[src/rtl/twsr_pkg.sv]
// Shared constants of the thermal watchdog and its two-wire register port.
// Assumes a single 20 MHz system clock; every bus line is sampled by it.
package twsr_pkg;

  // Fixed upper nibble of the 7-bit slave address.
  localparam logic [3:0] TWSR_ADDR_HI = 4'h9;

  // Register selector codes.
  localparam logic [1:0] TWSR_SEL_TEMP = 2'h0;
  localparam logic [1:0] TWSR_SEL_CFG = 2'h1;
  localparam logic [1:0] TWSR_SEL_REL = 2'h2;
  localparam logic [1:0] TWSR_SEL_TRIP = 2'h3;
  localparam logic [1:0] TWSR_SEL_RESET = 2'h0;

  // Configuration field positions and reset value.
  localparam int TWSR_CFG_SHUT = 0;
  localparam int TWSR_CFG_INTM = 1;
  localparam int TWSR_CFG_POL = 2;
  localparam int TWSR_CFG_FQ_LO = 3;
  localparam int TWSR_CFG_FQ_HI = 4;
  localparam logic [7:0] TWSR_CFG_RESET = 8'h00;

  // Fault queue depths selected by the two-bit field.
  localparam logic [2:0] TWSR_FQ_1 = 3'h1;
  localparam logic [2:0] TWSR_FQ_2 = 3'h2;
  localparam logic [2:0] TWSR_FQ_4 = 3'h4;
  localparam logic [2:0] TWSR_FQ_6 = 3'h6;

  // Byte framing: bits per byte and index of the last tracked byte.
  localparam logic [3:0] TWSR_BYTE_BITS = 4'h8;
  localparam logic [1:0] TWSR_IDX_MAX = 2'h3;
  localparam logic [1:0] TWSR_IDX_PTR = 2'h0;
  localparam logic [1:0] TWSR_IDX_MSB = 2'h1;
  localparam logic [1:0] TWSR_IDX_LSB = 2'h2;

  // Reset value of the temperature reading.
  localparam logic [8:0] TWSR_TEMP_RESET = 9'h000;

  // Bus engine states, Gray coded along address, ack, data.
  typedef enum logic [2:0] {
    TWSR_IDLE = 3'b000,
    TWSR_ADDR = 3'b001,
    TWSR_SACK = 3'b011,
    TWSR_RX = 3'b010,
    TWSR_TX = 3'b110,
    TWSR_MACK = 3'b111
  } twsr_state_t;

endpackage

[src/rtl/twsr_top.sv]
// Thermal watchdog with a two-wire slave register port and an open-drain alarm.
// Assumes bus lines and address pins are asynchronous to clk; the converter
// result arrives on clk with a one-cycle valid pulse.
`timescale 1ns/10ps
module twsr_top import twsr_pkg::*; #(
  parameter logic [8:0] TRIP_RESET = 9'h0a0,
  parameter logic [8:0] RELEASE_RESET = 9'h096
) (
  // Clock and reset
  input wire logic clk,
  input wire logic arst_n,
  // Two-wire bus pins
  input wire logic bus_clock_pin,
  input wire logic bus_data_pin_i,
  output logic bus_data_pin_o,
  output logic bus_data_pin_oe,
  // Address straps
  input wire logic [2:0] addr_select_pins,
  // Converter result
  input wire logic conv_valid,
  input wire logic [8:0] conv_temp,
  // Alarm pin, open-drain
  input wire logic alarm_pin_i,
  output logic alarm_pin_o,
  output logic alarm_pin_oe,
  // Power state for the converter
  output logic shutdown_active
);

  // Fault queue depth from the configuration field.
  function automatic logic [2:0] fq_need(input logic [1:0] code);
    case (code)
      2'h0: fq_need = TWSR_FQ_1;
      2'h1: fq_need = TWSR_FQ_2;
      2'h2: fq_need = TWSR_FQ_4;
      default: fq_need = TWSR_FQ_6;
    endcase
  endfunction

  // Place a 9-bit value in the upper bits of a 16-bit word, low bits zero.
  function automatic logic [15:0] word16(input logic [8:0] v);
    word16 = {v, 7'h00};
  endfunction

  logic [2:0] scl_s_reg;
  logic [2:0] sda_s_reg;
  logic [2:0] addr_s1_reg;
  logic [2:0] addr_s2_reg;
  twsr_state_t state_reg;
  logic [7:0] sh_reg;
  logic [3:0] cnt_reg;
  logic [1:0] idx_reg;
  logic rw_reg;
  logic nack_reg;
  logic sda_oe_reg;
  logic [1:0] sel_reg;
  logic [7:0] cfg_reg;
  logic [8:0] trip_reg;
  logic [8:0] rel_reg;
  logic [8:0] temp_reg;
  logic [2:0] fault_cnt_reg;
  logic seek_low_reg;
  logic alarm_reg;
  logic os_oe_reg;

  // Synchronisers: stage 0 feeds only stage 1; stage 2 is the edge history.
  always_ff @(posedge clk or negedge arst_n) begin
    if (!arst_n) begin
      scl_s_reg <= 3'h7;
      sda_s_reg <= 3'h7;
      addr_s1_reg <= 3'h0;
      addr_s2_reg <= 3'h0;
    end else begin
      scl_s_reg <= {scl_s_reg[1:0], bus_clock_pin};
      sda_s_reg <= {sda_s_reg[1:0], bus_data_pin_i};
      addr_s1_reg <= addr_select_pins;
      addr_s2_reg <= addr_s1_reg;
    end
  end

  // Line events seen by the bus engine.
  wire scl_rise = scl_s_reg[1] & ~scl_s_reg[2];
  wire scl_fall = ~scl_s_reg[1] & scl_s_reg[2];
  wire scl_high = scl_s_reg[1] & scl_s_reg[2];
  wire sda_now = sda_s_reg[1];
  wire bus_start = scl_high & ~sda_s_reg[1] & sda_s_reg[2];
  wire bus_stop = scl_high & sda_s_reg[1] & ~sda_s_reg[2];
  wire byte_full = (cnt_reg == TWSR_BYTE_BITS);

  wire addr_match = (sh_reg[7:1] == {TWSR_ADDR_HI, addr_s2_reg});

  // A read transaction addressed to this device clears a latched alarm.
  wire rd_clear = (state_reg == TWSR_ADDR) & scl_fall & byte_full & addr_match & sh_reg[0];

  // Received byte strobes, decoded by position in the write.
  wire byte_done = (state_reg == TWSR_RX) & scl_fall & byte_full;
  wire wr_ptr = byte_done & (idx_reg == TWSR_IDX_PTR);
  wire wr_cfg = byte_done & (idx_reg == TWSR_IDX_MSB) & (sel_reg == TWSR_SEL_CFG);
  wire wr_hi = byte_done & (idx_reg == TWSR_IDX_MSB) & sel_reg[1];
  wire wr_lo = byte_done & (idx_reg == TWSR_IDX_LSB) & sel_reg[1];
  wire sel_trip = (sel_reg == TWSR_SEL_TRIP);

  // limits read back in bits 15..7
  wire [15:0] sel_word = (sel_reg == TWSR_SEL_TEMP) ? word16(temp_reg) :
                         (sel_reg == TWSR_SEL_REL) ? word16(rel_reg) :
                         (sel_reg == TWSR_SEL_TRIP) ? word16(trip_reg) :
                         {cfg_reg, cfg_reg};
  wire [7:0] tx_byte = (idx_reg == TWSR_IDX_PTR) ? sel_word[15:8] : sel_word[7:0];
  wire [1:0] idx_inc = (idx_reg == TWSR_IDX_MAX) ? idx_reg : idx_reg + 2'h1;

  // Bus engine. Start and stop win over any bit activity; a stop always
  // releases the data line. A stuck short read recovers by clocking out its byte.
  always_ff @(posedge clk or negedge arst_n) begin
    if (!arst_n) begin
      state_reg <= TWSR_IDLE;
      sh_reg <= 8'h00;
      cnt_reg <= 4'h0;
      idx_reg <= 2'h0;
      rw_reg <= 1'b0;
      nack_reg <= 1'b0;
      sda_oe_reg <= 1'b0;
    end else if (bus_start) begin
      state_reg <= TWSR_ADDR;
      cnt_reg <= 4'h0;
      idx_reg <= 2'h0;
      sda_oe_reg <= 1'b0;
    end else if (bus_stop) begin
      state_reg <= TWSR_IDLE;
      sda_oe_reg <= 1'b0;
    end else begin
      case (state_reg)
        TWSR_ADDR: begin
          if (scl_rise) begin
            sh_reg <= {sh_reg[6:0], sda_now};
            cnt_reg <= cnt_reg + 4'h1;
          end else if (scl_fall && byte_full) begin
            rw_reg <= sh_reg[0];
            sda_oe_reg <= addr_match;
            state_reg <= addr_match ? TWSR_SACK : TWSR_IDLE;
          end
        end
        TWSR_SACK: begin
          if (scl_fall) begin
            // first bit is the byte's MSB
            if (rw_reg) begin
              sda_oe_reg <= ~tx_byte[7];
              sh_reg <= {tx_byte[6:0], 1'b0};
              cnt_reg <= 4'h1;
              state_reg <= TWSR_TX;
            end else begin
              sda_oe_reg <= 1'b0;
              cnt_reg <= 4'h0;
              state_reg <= TWSR_RX;
            end
          end
        end
        TWSR_RX: begin
          if (scl_rise) begin
            sh_reg <= {sh_reg[6:0], sda_now};
            cnt_reg <= cnt_reg + 4'h1;
          end else if (scl_fall && byte_full) begin
            sda_oe_reg <= 1'b1;
            idx_reg <= idx_inc;
            state_reg <= TWSR_SACK;
          end
        end
        TWSR_TX: begin
          if (scl_fall) begin
            if (byte_full) begin
              sda_oe_reg <= 1'b0;
              idx_reg <= idx_inc;
              state_reg <= TWSR_MACK;
            end else begin
              sda_oe_reg <= ~sh_reg[7];
              sh_reg <= {sh_reg[6:0], 1'b0};
              cnt_reg <= cnt_reg + 4'h1;
            end
          end
        end
        TWSR_MACK: begin
          if (scl_rise) begin
            nack_reg <= sda_now;
          end else if (scl_fall) begin
            if (nack_reg) begin
              state_reg <= TWSR_IDLE;
            end else begin
              sda_oe_reg <= ~tx_byte[7];
              sh_reg <= {tx_byte[6:0], 1'b0};
              cnt_reg <= 4'h1;
              state_reg <= TWSR_TX;
            end
          end
        end
        default: begin
          sda_oe_reg <= 1'b0;
        end
      endcase
    end
  end

  // Register file. Limit high bits land with the first data byte, the low
  // bit with the second, so a one-byte write still moves the limit.
  always_ff @(posedge clk or negedge arst_n) begin
    if (!arst_n) begin
      sel_reg <= TWSR_SEL_RESET;
      cfg_reg <= TWSR_CFG_RESET;
      trip_reg <= TRIP_RESET;
      rel_reg <= RELEASE_RESET;
    end else begin
      if (wr_ptr) begin
        sel_reg <= sh_reg[1:0];
      end
      if (wr_cfg) begin
        cfg_reg <= sh_reg;
      end
      if (wr_hi && sel_trip) begin
        trip_reg <= {sh_reg, trip_reg[0]};
      end
      if (wr_hi && !sel_trip) begin
        rel_reg <= {sh_reg, rel_reg[0]};
      end
      if (wr_lo && sel_trip) begin
        trip_reg[0] <= sh_reg[7];
      end
      if (wr_lo && !sel_trip) begin
        rel_reg[0] <= sh_reg[7];
      end
    end
  end

  // Configuration fields.
  wire cfg_shut = cfg_reg[TWSR_CFG_SHUT];
  wire cfg_intm = cfg_reg[TWSR_CFG_INTM];
  wire cfg_pol = cfg_reg[TWSR_CFG_POL];
  wire [2:0] need = fq_need(cfg_reg[TWSR_CFG_FQ_HI:TWSR_CFG_FQ_LO]);

  // Conversions are ignored while shut down, so the queue freezes too.
  wire conv_take = conv_valid & ~cfg_shut;
  wire over_trip = $signed(conv_temp) > $signed(trip_reg);
  wire under_rel = $signed(conv_temp) < $signed(rel_reg);
  wire fault = seek_low_reg ? under_rel : over_trip;
  wire [2:0] fault_inc = fault_cnt_reg + 3'h1;
  wire alarm_event = conv_take & fault & (fault_inc >= need);
  wire alarm_clear = cfg_intm & (rd_clear | cfg_shut);

  // Temperature capture and fault queue.
  always_ff @(posedge clk or negedge arst_n) begin
    if (!arst_n) begin
      temp_reg <= TWSR_TEMP_RESET;
      fault_cnt_reg <= 3'h0;
    end else if (conv_take) begin
      temp_reg <= conv_temp;
      fault_cnt_reg <= (fault && !alarm_event) ? fault_inc : 3'h0;
    end
  end

  // Alarm state. The direction flips on every event, so comparator mode
  // gets hysteresis and interrupt mode alternates trip and release events.
  // An event in the same cycle as a clear wins.
  always_ff @(posedge clk or negedge arst_n) begin
    if (!arst_n) begin
      seek_low_reg <= 1'b0;
      alarm_reg <= 1'b0;
    end else begin
      // next event from the other limit
      if (alarm_event) begin
        seek_low_reg <= ~seek_low_reg;
      end
      if (alarm_event) begin
        alarm_reg <= cfg_intm ? 1'b1 : ~seek_low_reg;
      end else if (alarm_clear) begin
        alarm_reg <= 1'b0;
      end
    end
  end

  // polarity; pin only ever pulled low
  always_ff @(posedge clk or negedge arst_n) begin
    if (!arst_n) begin
      os_oe_reg <= 1'b0;
    end else begin
      os_oe_reg <= alarm_reg ^ cfg_pol;
    end
  end

  // Pin drivers: open-drain lines only ever drive low.
  assign bus_data_pin_o = 1'b0;
  assign bus_data_pin_oe = sda_oe_reg;
  assign alarm_pin_o = 1'b0;
  assign alarm_pin_oe = os_oe_reg;
  assign shutdown_active = cfg_shut;

endmodule

[config.mk]
export PLATFORM = sky130hd
export DESIGN_NAME = twsr_top
export DESIGN_NICKNAME = d
export VERILOG_FILES = /design/src/rtl/twsr_pkg.sv /design/src/rtl/twsr_top.sv
export SDC_FILE = /design/constraint.sdc
export NUM_CORES = 1
export LEC_CHECK = 0
export BUFFER_PORTS_ARGS = -buffer_cell sky130_fd_sc_hd__buf_2
export CAP_MARGIN = 20
export CORE_ASPECT_RATIO = 1.4
export CORE_UTILIZATION = 30
export CTS_CLUSTER_SIZE = 12
export DETAILED_ROUTE_END_ITERATION = 12
export PLACE_DENSITY = 0.56
export RECOVER_POWER = 25
export REMOVE_ABC_BUFFERS = 1
export SETUP_SLACK_MARGIN = 0.5
export SLEW_MARGIN = 10
export SYNTH_ARGS = -nofsm -noshare
export SYNTH_HDL_FRONTEND = slang
export SYNTH_SLANG_ARGS = --single-unit
[constraint.sdc]
create_clock -name clk -period 3.4 [get_ports clk]
set_clock_uncertainty 0.1 [all_clocks]
set_input_delay 0.68 -clock clk [delete_from_list [all_inputs] [get_ports clk]]
set_output_delay 0.68 -clock clk [all_outputs]
set_load 0.03 [all_outputs]
==> results.toml <==
[setup_path]
r2r_setup_slack_ps = 760
crit_fanout = 15
cp-end-kind = "flop"
criticalPathCategory = "flop to flop"
slowest_delay_ps = 650
timing.rr.end = "sh_reg[5]$_DFFE_PN0P_"
crit_path_cell_trace = "nand2b_1 -> inv_2 -> a21oi_2 -> o221ai_1 -> o21a_1 -> mux2_2"
critPathBufInv = 1
arrival_ps = 2760
reg2reg_from = "state_reg[0]$_DFFE_PN0P_"
start_kind = "flop"
reg2reg_depth = 6
cpMaxStageDelayCell = "dfrtp_1"
crit_family = "compound AO/OA/AOI/OAI gates"
critPathRequiredTime_ps = 3520

[outcome]
violations = "max-capacitance violations, max-slew violations"
status = "finished with violations"

[sta]
rsz0062_at_grt = "no"
worst_slew_pin_slew_ps = 1925
setup_viol = 0
maxSlewViolCount = 76
post-route-period-util_pct = 77.69
tns_ps = 0
maxSlewHeadroom_pct = -28.35
fin_crit_ps = 2641
hold_violations = 0
hold_slack_ps = 245.9
max_freq_mhz = 378.6

[cells_and_area]
final_cell_mix = "dfrtp_1, nand2_1, inv_1"
layout-drive-gt1-share_pct = 16.97
antenna_cells = 0
areaGrowthSynthToFinish_pct = 12.96
final_common_cell = "dfrtp_1"
finalNetCount = 476

[synth]
syn_area_per_cell_um2 = 10.28
synthFlopType = "dfrtp_1"
synthDistinctLibCells = 69
synth_seq_cells = 75
yosysSeqAreaShare_pct = 44.03
mappedNetlistArea_um2 = 4297
yosysTopAreaCell = "dfrtp_1"
ys.warnings.count = 0
synth_edf_count = 0
synth.top_cell.area_share_pct = 36.69
yosys-top-cells-area = "dfrtp_1, ha_1, dfstp_2, mux2_1, nand2_1"
synth_cells = 418
synth-async-reset-ratio_pct = 100.0

[power_and_ir_drop]
p_int_mw = 1.977
p_per_area_nw_per_um2 = 594.5
ir_drop_uv = 277.3
netSwitchingFraction_pct = 31.46
power_leakage_nw = 2.107
power.total_mw = 2.885
p_seq_share_pct = 41.3
combPwrFrac_pct = 23.0
clkPwrFrac_pct = 35.7
power.switching_mw = 0.9078

[global_route]
grt_pass1_wl_um = 16980
overflow = 0
antenna_found_initial = 0
grt_max_degree = 76
grt_pass1_vias = 3232
grt_use_total_pct = 15.35

[clock_network]
clockBufferDepth = 2
cts-root-buf = "clkbuf_16"
postCtsSetupBuffers = 0
clock-sinks = 75
clkTransAtPathRegs_ps = 60
htree_num_levels = 3
cts_inserted_buffers = 9
ctsHoldBuffers = 0
cts_tree = "yes"
post_cts_resized = 0
clk_latency_ps = 330

[floorplanning]
die_h_um = 143.6
die_w_um = 103.1
core_um2 = 13970
dieArea_um2 = 14810
start_util_pct = 30.75
rows = 51
io_pins = 23

[detailed_routing]
wl_per_cell_um = 16.60
drtIter0Drc = 127
wl_um = 10310
drc_errors = 0
viasPerCell = 5.058
drtPass1Iterations = 4
num_vias = 3141
ant_nets = 0

[min_path]
hold_path_class = "flop to flop"
min_to = "addr_s2_reg[2]$_DFF_PN0_"
min_from = "addr_s1_reg[2]$_DFF_PN0_"
whs_path_depth = 0

[place]
place_hpwl_um = 7334
gp_congestion = 0.8483
io_buffers = 19

[flow_run]
maxCapViolCount = 1
[how the worst max path moves through the flow]
| stage | slack (ps) | from | depth (start not counted) | endpoint |
|---|---|---|---|---|
| after floorplan | 1040 | conv_temp[4] | 7 | alarm_reg$_DFFE_PN0P_ |
| after global placement | 590 | conv_temp[4] | 8 | alarm_reg$_DFFE_PN0P_ |
| after detailed placement | 490 | conv_temp[4] | 8 | alarm_reg$_DFFE_PN0P_ |
| after CTS | 770 | state_reg[0]$_DFFE_PN0P_ | 6 | sh_reg[5]$_DFFE_PN0P_ |
| after global routing | 540 | state_reg[0]$_DFFE_PN0P_ | 6 | sh_reg[2]$_DFFE_PN0P_ |
| final | 760 | state_reg[0]$_DFFE_PN0P_ | 6 | sh_reg[5]$_DFFE_PN0P_ |
[area by class of cell]
type / count / area [um^2]
Clock inverter: 5 / 77.57
Fill cell: 1402 / 9121
Clock buffer: 11 / 242.7
Sequential cell: 75 / 1892
Inverter: 33 / 123.9
Timing Repair Buffer: 21 / 110.1
Tap cell: 185 / 231.5
Multi-Input combinational cell: 291 / 2176
[power by group through the flow]
stage / logic [mW] / clock network, mW / registers [mW]
floorplan: 0.482 / 0 / 1.16
global placement: 0.645 / 0 / 1.20
detailed placement: 0.664 / 0 / 1.21
CTS: 0.667 / 1.05 / 1.19
global route: 0.739 / 1.09 / 1.22
finish: 0.663 / 1.03 / 1.19
[Yosys cell counts (7+ instances only)]
| library cell | instances |
|---|---|
| a21oi_1 | 14 |
| clkbuf_1 | 9 |
| dfrtp_1 | 63 |
| dfstp_2 | 12 |
| ha_1 | 27 |
| inv_1 | 31 |
| mux2_1 | 19 |
| mux2_2 | 13 |
| mux2i_1 | 9 |
| nand2_1 | 51 |
| nand3_1 | 9 |
| nor2_1 | 16 |
| o21a_1 | 7 |
| o21ai_0 | 15 |
| o21ai_1 | 14 |
| o221ai_1 | 7 |
[through the flow]
| stage | setup slack (ps) | utilization, % | area (um^2) | cells |
|---|---|---|---|---|
| 2_1_floorplan | 1040 | - | 4192 | 399 |
| 3_3_place_gp | 592.7 | 32.46 | 4536 | 605 |
| 3_5_place_dp | 489.7 | 32.46 | 4536 | 605 |
| 4_1_cts | 768.9 | 34.75 | 4856 | 621 |
| 5_1_grt | 539.1 | 34.73 | 4853 | 621 |
| 6_report | 758.7 | 34.73 | 4853 | 621 |
[cell families (layout without fill, tap and decap cells)]
family | after synthesis | in the layout | share of synthesized area (%)
simple gates | 123 | 123 | 15.49
compound gates | 88 | 88 | 14.56
flops | 75 | 75 | 44.03
buf+inv | 53 | 70 | 5.416
mux | 41 | 41 | 10.48
fa+ha+maj | 28 | 28 | 8.095
xor+xnor | 9 | 9 | 1.835
other cells | 1 | 2 | 0.08728
[per-layer routing]
layer	share of wire (%)	global-route usage (%)	routed length [um]	vias to the layer above
met2	51	26.21	5219	49
met4	3.5	7.116	359	0
met3	2.5	2.870	258	22
met1	43	18.43	4468	1569
met5	0	0	0	-
li1	-	-	-	1501
Power figures use the tool's default switching activity.
